===== src/core/tsreg_pkg.sv =====
// Purpose: shared constants for the limit and identification register bank
// Assumes: 16-bit registers selected by an 8-bit pointer byte
// Notes:   serial bus framing constants live here too
`default_nettype none

package tsreg_pkg;

  // pointer values
  localparam logic [7:0]  PTR_LOW_THR   = 8'h02;
  localparam logic [7:0]  PTR_HIGH_THR  = 8'h03;
  localparam logic [7:0]  PTR_PART_ID   = 8'h0b;
  localparam logic [7:0]  PTR_SN_LOW    = 8'h0c;
  localparam logic [7:0]  PTR_SN_MID    = 8'h0d;
  localparam logic [7:0]  PTR_SN_HIGH   = 8'h0e;
  localparam logic [7:0]  PTR_RESET     = 8'h00;

  // register layout
  localparam int          REG_W         = 16;
  localparam int          THR_MSB       = 15;
  localparam int          THR_LSB       = 4;
  localparam int          THR_W         = 12;
  localparam int          RSV_W         = 4;
  localparam int          SN_W          = 48;
  localparam int          SN_MID_LSB    = 16;
  localparam int          SN_HIGH_LSB   = 32;
  localparam logic [3:0]  RSV_ZERO      = 4'h0;

  // reset values
  localparam logic [15:0] LOW_RESET     = 16'h4b00;
  localparam logic [15:0] HIGH_RESET    = 16'h5000;
  localparam logic [15:0] READ_ZERO     = 16'h0000;

  // serial framing
  localparam logic [3:0]  BYTE_BITS     = 4'h8;
  localparam logic [3:0]  LAST_TX_BIT   = 4'h7;
  localparam logic [3:0]  CNT_ZERO      = 4'h0;
  localparam logic [3:0]  CNT_ONE       = 4'h1;
  localparam int          SYNC_W        = 2;

endpackage : tsreg_pkg

`default_nettype wire


===== src/core/regbus_if.sv =====
// Purpose: carries register accesses from the serial engine to the bank
// Assumes: one clock domain, write is a one-cycle strobe
// Notes:   read data follows the pointer one cycle later
`timescale 1ns/100ps
`default_nettype none

interface regbus_if;
  logic        wr_en;
  logic [7:0]  ptr;
  logic [15:0] wr_data;
  logic [15:0] rd_data;
  logic [11:0] low_thr;
  logic [11:0] high_thr;

  modport ctrl (output wr_en, output ptr, output wr_data,
                input rd_data, input low_thr, input high_thr);
  modport bank (input wr_en, input ptr, input wr_data,
                output rd_data, output low_thr, output high_thr);
endinterface : regbus_if

`default_nettype wire


===== src/core/limit_regs.sv =====
// Purpose: threshold, identification and serial number registers
// Assumes: serial number input is static after reset
// Notes:   read data registered; unmapped pointers read zero
`timescale 1ns/100ps
`default_nettype none

module limit_regs #(
  parameter logic [11:0] PART_ID  = 12'h5a5, // arbitrary value
  parameter logic [3:0]  REVISION = 4'h2     // arbitrary value
) (
  input  wire logic        ref_clk,
  input  wire logic        arst_n,
  input  wire logic [47:0] serial_number,
  regbus_if.bank           bus
);

  logic [11:0] low_r;
  logic [11:0] high_r;

  // low threshold, reserved bits not stored
  always_ff @(posedge ref_clk or negedge arst_n) begin
    if (!arst_n) begin
      low_r <= tsreg_pkg::LOW_RESET[tsreg_pkg::THR_MSB:tsreg_pkg::THR_LSB];
    end else if (bus.wr_en && bus.ptr == tsreg_pkg::PTR_LOW_THR) begin
      low_r <= bus.wr_data[tsreg_pkg::THR_MSB:tsreg_pkg::THR_LSB];
    end
  end

  // high threshold
  always_ff @(posedge ref_clk or negedge arst_n) begin
    if (!arst_n) begin
      high_r <= tsreg_pkg::HIGH_RESET[tsreg_pkg::THR_MSB:tsreg_pkg::THR_LSB];
    end else if (bus.wr_en && bus.ptr == tsreg_pkg::PTR_HIGH_THR) begin
      high_r <= bus.wr_data[tsreg_pkg::THR_MSB:tsreg_pkg::THR_LSB];
    end
  end

  // read mux
  always_ff @(posedge ref_clk or negedge arst_n) begin
    if (!arst_n) begin
      bus.rd_data <= tsreg_pkg::READ_ZERO;
    end else begin
      case (bus.ptr)
        tsreg_pkg::PTR_LOW_THR:  bus.rd_data <= {low_r, tsreg_pkg::RSV_ZERO};
        tsreg_pkg::PTR_HIGH_THR: bus.rd_data <= {high_r, tsreg_pkg::RSV_ZERO};
        tsreg_pkg::PTR_PART_ID:  bus.rd_data <= {PART_ID, REVISION};
        tsreg_pkg::PTR_SN_LOW:   bus.rd_data <= serial_number[tsreg_pkg::SN_MID_LSB-1:0];
        tsreg_pkg::PTR_SN_MID:   bus.rd_data <= serial_number[tsreg_pkg::SN_HIGH_LSB-1:tsreg_pkg::SN_MID_LSB];
        tsreg_pkg::PTR_SN_HIGH:  bus.rd_data <= serial_number[tsreg_pkg::SN_W-1:tsreg_pkg::SN_HIGH_LSB];
        default:                 bus.rd_data <= tsreg_pkg::READ_ZERO;
      endcase
    end
  end

  assign bus.low_thr  = low_r;
  assign bus.high_thr = high_r;

endmodule : limit_regs

`default_nettype wire


===== src/core/pin_sync.sv =====
// Purpose: three-stage synchroniser for asynchronous pin inputs
// Assumes: idle level of every input is high
// Notes:   output moves only when stages two and three agree
`timescale 1ns/100ps
`default_nettype none

module pin_sync #(
  parameter int W = 2
) (
  input  wire logic         ref_clk,
  input  wire logic         arst_n,
  input  wire logic [W-1:0] din,
  output var  logic [W-1:0] dout
);

  for (genvar i = 0; i < W; i++) begin : g_bit
    logic s1_r;
    logic s2_r;
    logic s3_r;
    always_ff @(posedge ref_clk or negedge arst_n) begin
      if (!arst_n) begin
        s1_r    <= 1'b1;
        s2_r    <= 1'b1;
        s3_r    <= 1'b1;
        dout[i] <= 1'b1;
      end else begin
        s1_r <= din[i];
        s2_r <= s1_r;
        s3_r <= s2_r;
        if (s2_r == s3_r) begin
          dout[i] <= s3_r;
        end
      end
    end
  end

endmodule : pin_sync

`default_nettype wire


===== src/core/temp_sensor_limit_and_id_regs.sv =====
// Purpose: two-wire target giving access to limit and id registers
// Assumes: bus host drives scl, sda is open drain, no clock stretching
// Notes:   pointer byte first; data moves msb byte first
//
// Summary of operation
// - low threshold at 02h, 12-bit field 15:4
// - low threshold resets to 4b00h
// - high threshold at 03h, 12-bit field 15:4
// - high threshold resets to 5000h
// - read-only id: part 15:4, revision 3:0
// - 0ch returns serial number bits 15:0
// - 0dh returns serial number bits 31:16
// - 0eh returns serial number bits 47:32
// - access over two-wire bus, device is target
`timescale 1ns/100ps
`default_nettype none

module temp_sensor_limit_and_id_regs #(
  parameter logic [6:0]  TARGET_ADDR = 7'h48,
  parameter logic [11:0] PART_ID     = 12'h5a5, // arbitrary value
  parameter logic [3:0]  REVISION    = 4'h2     // arbitrary value
) (
  input  wire logic        ref_clk,
  input  wire logic        arst_n,
  input  wire logic        scl_i,
  input  wire logic        sda_i,
  output var  logic        sda_o,
  output var  logic        sda_oe,
  input  wire logic [47:0] serial_number,
  output var  logic [11:0] low_alert_threshold,
  output var  logic [11:0] high_alert_threshold
);

  typedef enum logic [3:0] {
    ST_IDLE, ST_ADDR, ST_ADDR_ACK, ST_PTR, ST_PTR_ACK,
    ST_WDATA, ST_WDATA_ACK, ST_RDATA, ST_RDATA_ACK
  } tgt_state_t;

  regbus_if bus ();

  tgt_state_t  state_r;
  tgt_state_t  state_nxt;
  logic [1:0]  pins_s;
  logic        scl_s;
  logic        sda_s;
  logic        scl_q;
  logic        sda_q;
  logic        scl_rise;
  logic        scl_fall;
  logic        start_det;
  logic        stop_det;
  logic [3:0]  cnt_r;
  logic [7:0]  shift_r;
  logic [7:0]  tx_r;
  logic [7:0]  ptr_r;
  logic [7:0]  msb_r;
  logic [15:0] word_r;
  logic        rw_r;
  logic        byte_sel_r;
  logic        nack_r;
  logic        wr_en_r;
  logic [15:0] wr_data_r;
  logic        addr_match;
  logic        rx_state;
  logic        ack_state;
  logic        state_chg;

  pin_sync #(
    .W    (tsreg_pkg::SYNC_W)
  ) u_sync (
    .ref_clk (ref_clk),
    .arst_n  (arst_n),
    .din     ({scl_i, sda_i}),
    .dout    (pins_s)
  );

  limit_regs #(
    .PART_ID  (PART_ID),
    .REVISION (REVISION)
  ) u_regs (
    .ref_clk       (ref_clk),
    .arst_n        (arst_n),
    .serial_number (serial_number),
    .bus           (bus)
  );

  assign scl_s = pins_s[1];
  assign sda_s = pins_s[0];

  // bus edge and condition detection
  always_ff @(posedge ref_clk or negedge arst_n) begin
    if (!arst_n) begin
      scl_q <= 1'b1;
      sda_q <= 1'b1;
    end else begin
      scl_q <= scl_s;
      sda_q <= sda_s;
    end
  end

  assign scl_rise   = scl_s & ~scl_q;
  assign scl_fall   = ~scl_s & scl_q;
  assign start_det  = scl_s & scl_q & sda_q & ~sda_s;
  assign stop_det   = scl_s & scl_q & ~sda_q & sda_s;
  assign addr_match = (shift_r[7:1] == TARGET_ADDR);
  assign rx_state   = (state_r == ST_ADDR) || (state_r == ST_PTR) || (state_r == ST_WDATA);
  assign ack_state  = (state_r == ST_ADDR_ACK) || (state_r == ST_PTR_ACK) || (state_r == ST_WDATA_ACK);
  assign state_chg  = (state_nxt != state_r);

  // transfer sequencing
  always_comb begin
    state_nxt = state_r;
    if (stop_det) begin
      state_nxt = ST_IDLE;
    end else if (start_det) begin
      state_nxt = ST_ADDR;
    end else begin
      unique case (state_r)
        ST_IDLE: begin
          state_nxt = ST_IDLE;
        end
        ST_ADDR: begin
          if (scl_fall && cnt_r == tsreg_pkg::BYTE_BITS) begin
            state_nxt = addr_match ? ST_ADDR_ACK : ST_IDLE;
          end
        end
        ST_ADDR_ACK: begin
          if (scl_fall) begin
            state_nxt = rw_r ? ST_RDATA : ST_PTR;
          end
        end
        ST_PTR: begin
          if (scl_fall && cnt_r == tsreg_pkg::BYTE_BITS) begin
            state_nxt = ST_PTR_ACK;
          end
        end
        ST_PTR_ACK: begin
          if (scl_fall) begin
            state_nxt = ST_WDATA;
          end
        end
        ST_WDATA: begin
          if (scl_fall && cnt_r == tsreg_pkg::BYTE_BITS) begin
            state_nxt = ST_WDATA_ACK;
          end
        end
        ST_WDATA_ACK: begin
          if (scl_fall) begin
            state_nxt = ST_WDATA;
          end
        end
        ST_RDATA: begin
          if (scl_fall && cnt_r == tsreg_pkg::LAST_TX_BIT) begin
            state_nxt = ST_RDATA_ACK;
          end
        end
        ST_RDATA_ACK: begin
          if (scl_fall) begin
            state_nxt = nack_r ? ST_IDLE : ST_RDATA;
          end
        end
      endcase
    end
  end

  always_ff @(posedge ref_clk or negedge arst_n) begin
    if (!arst_n) begin
      state_r <= ST_IDLE;
    end else begin
      state_r <= state_nxt;
    end
  end

  // bit counter and receive shifter
  always_ff @(posedge ref_clk or negedge arst_n) begin
    if (!arst_n) begin
      cnt_r   <= tsreg_pkg::CNT_ZERO;
      shift_r <= 8'h00;
    end else if (start_det || state_chg) begin
      cnt_r <= tsreg_pkg::CNT_ZERO;
    end else if (rx_state && scl_rise) begin
      cnt_r   <= cnt_r + tsreg_pkg::CNT_ONE;
      shift_r <= {shift_r[6:0], sda_s};
    end else if (state_r == ST_RDATA && scl_fall) begin
      cnt_r <= cnt_r + tsreg_pkg::CNT_ONE;
    end
  end

  // direction and pointer capture
  always_ff @(posedge ref_clk or negedge arst_n) begin
    if (!arst_n) begin
      rw_r  <= 1'b0;
      ptr_r <= tsreg_pkg::PTR_RESET;
    end else if (state_r == ST_ADDR && state_nxt == ST_ADDR_ACK) begin
      rw_r <= shift_r[0];
    end else if (state_r == ST_PTR && state_nxt == ST_PTR_ACK) begin
      ptr_r <= shift_r;
    end
  end

  // byte position within the 16-bit word
  always_ff @(posedge ref_clk or negedge arst_n) begin
    if (!arst_n) begin
      byte_sel_r <= 1'b0;
    end else if (state_nxt == ST_ADDR_ACK || state_nxt == ST_PTR_ACK) begin
      byte_sel_r <= 1'b0;
    end else if ((state_r == ST_WDATA_ACK || state_r == ST_RDATA_ACK) && state_nxt == ST_WDATA) begin
      byte_sel_r <= ~byte_sel_r;
    end else if (state_r == ST_RDATA_ACK && state_nxt == ST_RDATA) begin
      byte_sel_r <= ~byte_sel_r;
    end
  end

  // write assembly, commit after low byte
  always_ff @(posedge ref_clk or negedge arst_n) begin
    if (!arst_n) begin
      msb_r     <= 8'h00;
      wr_en_r   <= 1'b0;
      wr_data_r <= tsreg_pkg::READ_ZERO;
    end else begin
      wr_en_r <= 1'b0;
      if (state_r == ST_WDATA && state_nxt == ST_WDATA_ACK) begin
        if (!byte_sel_r) begin
          msb_r <= shift_r;
        end else begin
          wr_en_r   <= 1'b1;
          wr_data_r <= {msb_r, shift_r};
        end
      end
    end
  end

  // read shifter, word latched at start of read
  always_ff @(posedge ref_clk or negedge arst_n) begin
    if (!arst_n) begin
      tx_r   <= 8'hff;
      word_r <= tsreg_pkg::READ_ZERO;
      nack_r <= 1'b1;
    end else if (state_r == ST_ADDR_ACK && state_nxt == ST_RDATA) begin
      word_r <= bus.rd_data;
      tx_r   <= bus.rd_data[15:8];
    end else if (state_r == ST_RDATA_ACK && state_nxt == ST_RDATA) begin
      tx_r <= byte_sel_r ? word_r[15:8] : word_r[7:0];
    end else if (state_r == ST_RDATA && scl_fall) begin
      tx_r <= {tx_r[6:0], 1'b1};
    end else if (state_r == ST_RDATA_ACK && scl_rise) begin
      nack_r <= sda_s;
    end
  end

  // open-drain drive: acks and zero data bits
  assign sda_o  = 1'b0;
  assign sda_oe = ack_state || (state_r == ST_RDATA && !tx_r[7]);

  assign bus.wr_en   = wr_en_r;
  assign bus.ptr     = ptr_r;
  assign bus.wr_data = wr_data_r;

  assign low_alert_threshold  = bus.low_thr;
  assign high_alert_threshold = bus.high_thr;

  // checking helpers
  logic low_written_r;
  logic high_written_r;

  always_ff @(posedge ref_clk or negedge arst_n) begin
    if (!arst_n) begin
      low_written_r  <= 1'b0;
      high_written_r <= 1'b0;
    end else if (wr_en_r) begin
      low_written_r  <= low_written_r  | (ptr_r == tsreg_pkg::PTR_LOW_THR);
      high_written_r <= high_written_r | (ptr_r == tsreg_pkg::PTR_HIGH_THR);
    end
  end
endmodule : temp_sensor_limit_and_id_regs

`default_nettype wire


===== config.mk =====
export PLATFORM = sky130hd
export DESIGN_NAME = temp_sensor_limit_and_id_regs
export DESIGN_NICKNAME = d
export VERILOG_FILES = /design/src/core/tsreg_pkg.sv /design/src/core/regbus_if.sv /design/src/core/limit_regs.sv /design/src/core/pin_sync.sv /design/src/core/temp_sensor_limit_and_id_regs.sv
export SDC_FILE = /design/constraint.sdc
export NUM_CORES = 1
export LEC_CHECK = 0
export ABC_AREA = 1
export ABC_CLOCK_PERIOD_IN_PS = 1800
export BUFFER_PORTS_ARGS = -buffer_cell sky130_fd_sc_hd__buf_2
export CELL_PAD_IN_SITES_DETAIL_PLACEMENT = 1
export CELL_PAD_IN_SITES_GLOBAL_PLACEMENT = 1
export CORE_MARGIN = 10
export CORE_UTILIZATION = 39
export DETAILED_ROUTE_END_ITERATION = 8
export GPL_ROUTABILITY_DRIVEN = 0
export MAX_ROUTING_LAYER = met4
export PLACE_DENSITY_LB_ADDON = 0.1
export RECOVER_POWER = 50
export SYNTH_ARGS = -nofsm -noshare
export SYNTH_HDL_FRONTEND = slang
export SYNTH_SLANG_ARGS = --single-unit

===== constraint.sdc =====
create_clock -name ref_clk -period 1.8 [get_ports ref_clk]
set_input_delay 0.09 -clock ref_clk [delete_from_list [all_inputs] [get_ports ref_clk]]
set_output_delay 0.09 -clock ref_clk [all_outputs]
set_load 0.05 [all_outputs]

==> impl_results.md <==
* Final Hold Fails at 0
* Final non-filler cell total at about 990
* First-pass GRT wire length at 30.0 mm
* CTS clk-pin slew, worst paths at 0.06 ns
* DP HPWL at approximately 13 mm
* Cells after DPL at about 910
* Tightest Hold Check Type: primary input to register
* Die Wd at approximately 140 µm
* Maxcap violations at 0
* Number of fill cells at 1623
* Root Driver: clkbuf_16
* Design area at about 7600 µm²
* Synth area leaders: dfrtp_1 (44%), nand2_1 (14%), dfstp_2 (12%), o21ai_0 (6.0%), nand3_1 (4.1%)
* Worst R2R Setup Slack at -0.18 ns
* Status: finished with violations
* Layout Utilization at 54.8%
* Synth Area in Compound Gates at approximately 12%
* Drt initial violations at around 280
* Initial core utilization at roughly 40%
* Largest family of logic cells by synthesized area: simple AND/OR/NAND/NOR gates
* Cell accounting for the most synthesized area: dfrtp_1
* Mapped Nets at slightly below 700
* Worst r2r path cells at 11
* Hold Path Stages at 4
* Lkg Pwr at roughly 0.0037 µW
* Total CTS buffers at 17
* Synth top cells by count: nand2_1 (201), dfrtp_1 (97), o21ai_0 (67)
* Drt wl/cell at around 20 µm
* Post-Synth Adder-Cell Area at 0.811%
* Synth Instances at ~640
* Area of the mapped netlist at between 5000 and 6000 µm²
* Final setup fails at 6
* Die height at between 100 and 150 µm
* Placed inst area at between 6000 and 7000 µm²
* Clk_lat worst skew at approximately 0.42 ns
* Core box area at between 10000 and 15000 µm²
* IO Count at 78
* Detailed Route WL at 20.2 mm
* Clock Path Buffers at 2
* Tmin final at 1.98 ns
* H-tree depth at 4
* Xor/xnor share of the synthesized area at less than 1%
* CP max FO at 4
* 1st-pass router iterations at 5
* Slew @ Worst Pin at approximately 0.70 ns
* TritonCTS clock tree: built
* Achievable Freq at slightly above 500 MHz
* Number of synthesized flops with an enable pin at 0
* #FFs+latches synth at around 120
* Startpoint type of the worst setup path: register
* Min Hold Slack at 0.0116 ns
* Mux cell area share after synthesis at 1.62%
* Largest net degree at the start of global routing at 123
* Final #Nets at 850
* Via/cell ratio at 5.25
* IO buf count at 76
* Synthesized area per cell at 8.70 µm²
* Fin. max-slew vios at 0
* CP most frequent cell: nand2_1
* Top FF cell, synth: dfrtp_1
* Clock skew at ~0.016 ns
* Detail Route Antenna Nets at 0
* Crit path kind: register to register
* DRC viols at 0
* Critical Path End Type: register
* Via count at about 5200
* Share of Yosys cell area claimed by the top area cell type at 43.7%
* Synth Area in Simple Gates at between 20% and 30%
* Layout cells sized above 1 at 33.4%
* Warnings, synthesis at 0
* Crit path cell chain: ha_1 -> nand3_1 -> nor2_2 -> nand2_1 -> nand2_1 -> nand3_4 -> nand3_2 -> nand2_1 -> nor2_2 -> nand3_4 -> nor2_1
* Slowest-stage cell, CP: dfrtp_1
* Area grow syn2layout at 37.4%
* CP Data Required Time at 2.14 ns
* Total die area at roughly 20000 µm²
* GRT Overall Usage at between 10% and 20%
* Worst VDD drop at about 0.00073 V
* Fraction of registers with async set/reset at 100%
* Vias in the first global route at 5495
* Failing checks: negative setup slack
* Arr. time, crit path at ~2.3 ns
* RSZ-0062 raised after global routing: true
* Seq/Total Area, Yosys at 55.5%
* Final period util at 110%
* Remaining global-route overflow at 0
* Most common cell in the synthesized netlist: nand2_1
* Synth cell types at 36
* Power per cell area at roughly 960 nW/µm²
* Initial antenna violation count at 2
* Worst rel slew slack at 53.3%
* CP max stage delay at 0.41 ns
* TritonCTS Sinks at ~120
* # rows at 43
* Worst setup margin at -0.183 ns
## path summary, 6_finish.rpt
kind | end | startpoint
worst min-delay path | u_regs.bus.rd_data[4] | serial_number[4]
worst min register to register | u_sync.g_bit[1].s2_r | u_sync.g_bit[1].s1_r
worst max register to register | cnt_r[2] | cnt_r[1]
min in group asynchronous | cnt_r[2] | arst_n
worst max-delay path | cnt_r[2] | cnt_r[1]
max in group asynchronous | state_r[2] | arst_n
## where the power goes
| part | switching (µW) | internal, µW |
|---|---|---|
| Clock | 1310 | 1990 |
| Combinational | 607 | 419 |
| Sequential | 97.6 | 2870 |
## timing repair
action | CTS | global route
gates cloned | 0 | 0
hold endpoints to repair | 110 | 0
pin swaps | 7 | 12
endpoints found under the setup margin | 12 | 28
gates resized for setup | 28 | 54
setup buffers | 7 | 16
hold buffers | 25 | 0
## sequential cells by signal, summed over array words and instances, names as in the netlist, 2 cells and up
register / cells
u_regs.bus.low_thr: 12
bus.wr_data: 12
msb_r: 8
u_sync.dout: 2
bus.ptr: 8
u_regs.bus.high_thr: 12
u_sync.g_bit.s1_r: 2
u_regs.bus.rd_data: 16
cnt_r: 4
u_sync.g_bit.s3_r: 2
shift_r: 8
state_r: 4
word_r: 16
u_sync.g_bit.s2_r: 2
tx_r: 8
## critical path: cells and delay by family, from the launching register on
kind                     cells  cell delay [ns]
AND/OR/NAND/NOR             10             1.30
adder cells (fa/ha/maj)      1             0.20
flip-flops                   1             0.41
## kinds of logic (layout without fill, tap and decap cells)
kind of cell,count (synthesis),after routing
muxes,8,8
and+or+nand+nor,309,309
other,1,4
DFF,122,122
AOI/OAI and AO/OA,111,111
buffers and inverters,81,251
xor gates and xnor gates,3,3
adders and majority gates,4,4
## per-stage QoR
step | setup WS [ns] | power [µW] | TNS (ns)
after floorplan | 0.105 | 3320 | 0
after detailed placement | -0.131 | 3730 | -0.583
after global routing | -0.284 | 7580 | -1.74
after CTS | -0.000156 | 7150 | -0.000156
final | -0.183 | 7290 | -0.855
after global placement | -0.0191 | 3690 | -0.0744
## routing by layer
layer  part of all wire [%]  vias up  wire length (µm)  global-route usage (%)
li1                       -     2429                 -                       -
met1                     41     2619              8370                    22.9
met2                     52      118             10600                    32.9
met3                    3.6       41               725                    4.39
met4                    2.8        0               571                    6.43
met5                      0        -                 0                       -
## cell type report
type / instances / area, µm² / share of cell area [%]
inverter: 61 / 239 / 3.13
timing repair buffer: 158 / 1120 / 14.6
clock buffer: 21 / 460 / 6.03
multi-input combinational: 436 / 2390 / 31.3
sequential: 122 / 3090 / 40.5
tap: 180 / 225 / 2.95
antenna: 3 / 7.51 / 0.0983
clock inverter: 11 / 111 / 1.46
## cells in the final DEF, fill, tap and decap left out, drive strengths merged, types with 12 or more instances in the layout
| cell | netlist | layout |
|---|---|---|
| a32o | 12 | 12 |
| buf | 13 | 133 |
| clkbuf | 7 | 21 |
| dfrtp | 97 | 97 |
| dfstp | 25 | 25 |
| dlygate4sd3 | 0 | 25 |
| inv | 58 | 62 |
| nand2 | 206 | 206 |
| nand3 | 49 | 49 |
| nor2 | 41 | 41 |
| o211ai | 14 | 14 |
| o21ai | 69 | 69 |
No activity file was read; power rests on OpenSTA's default activity.
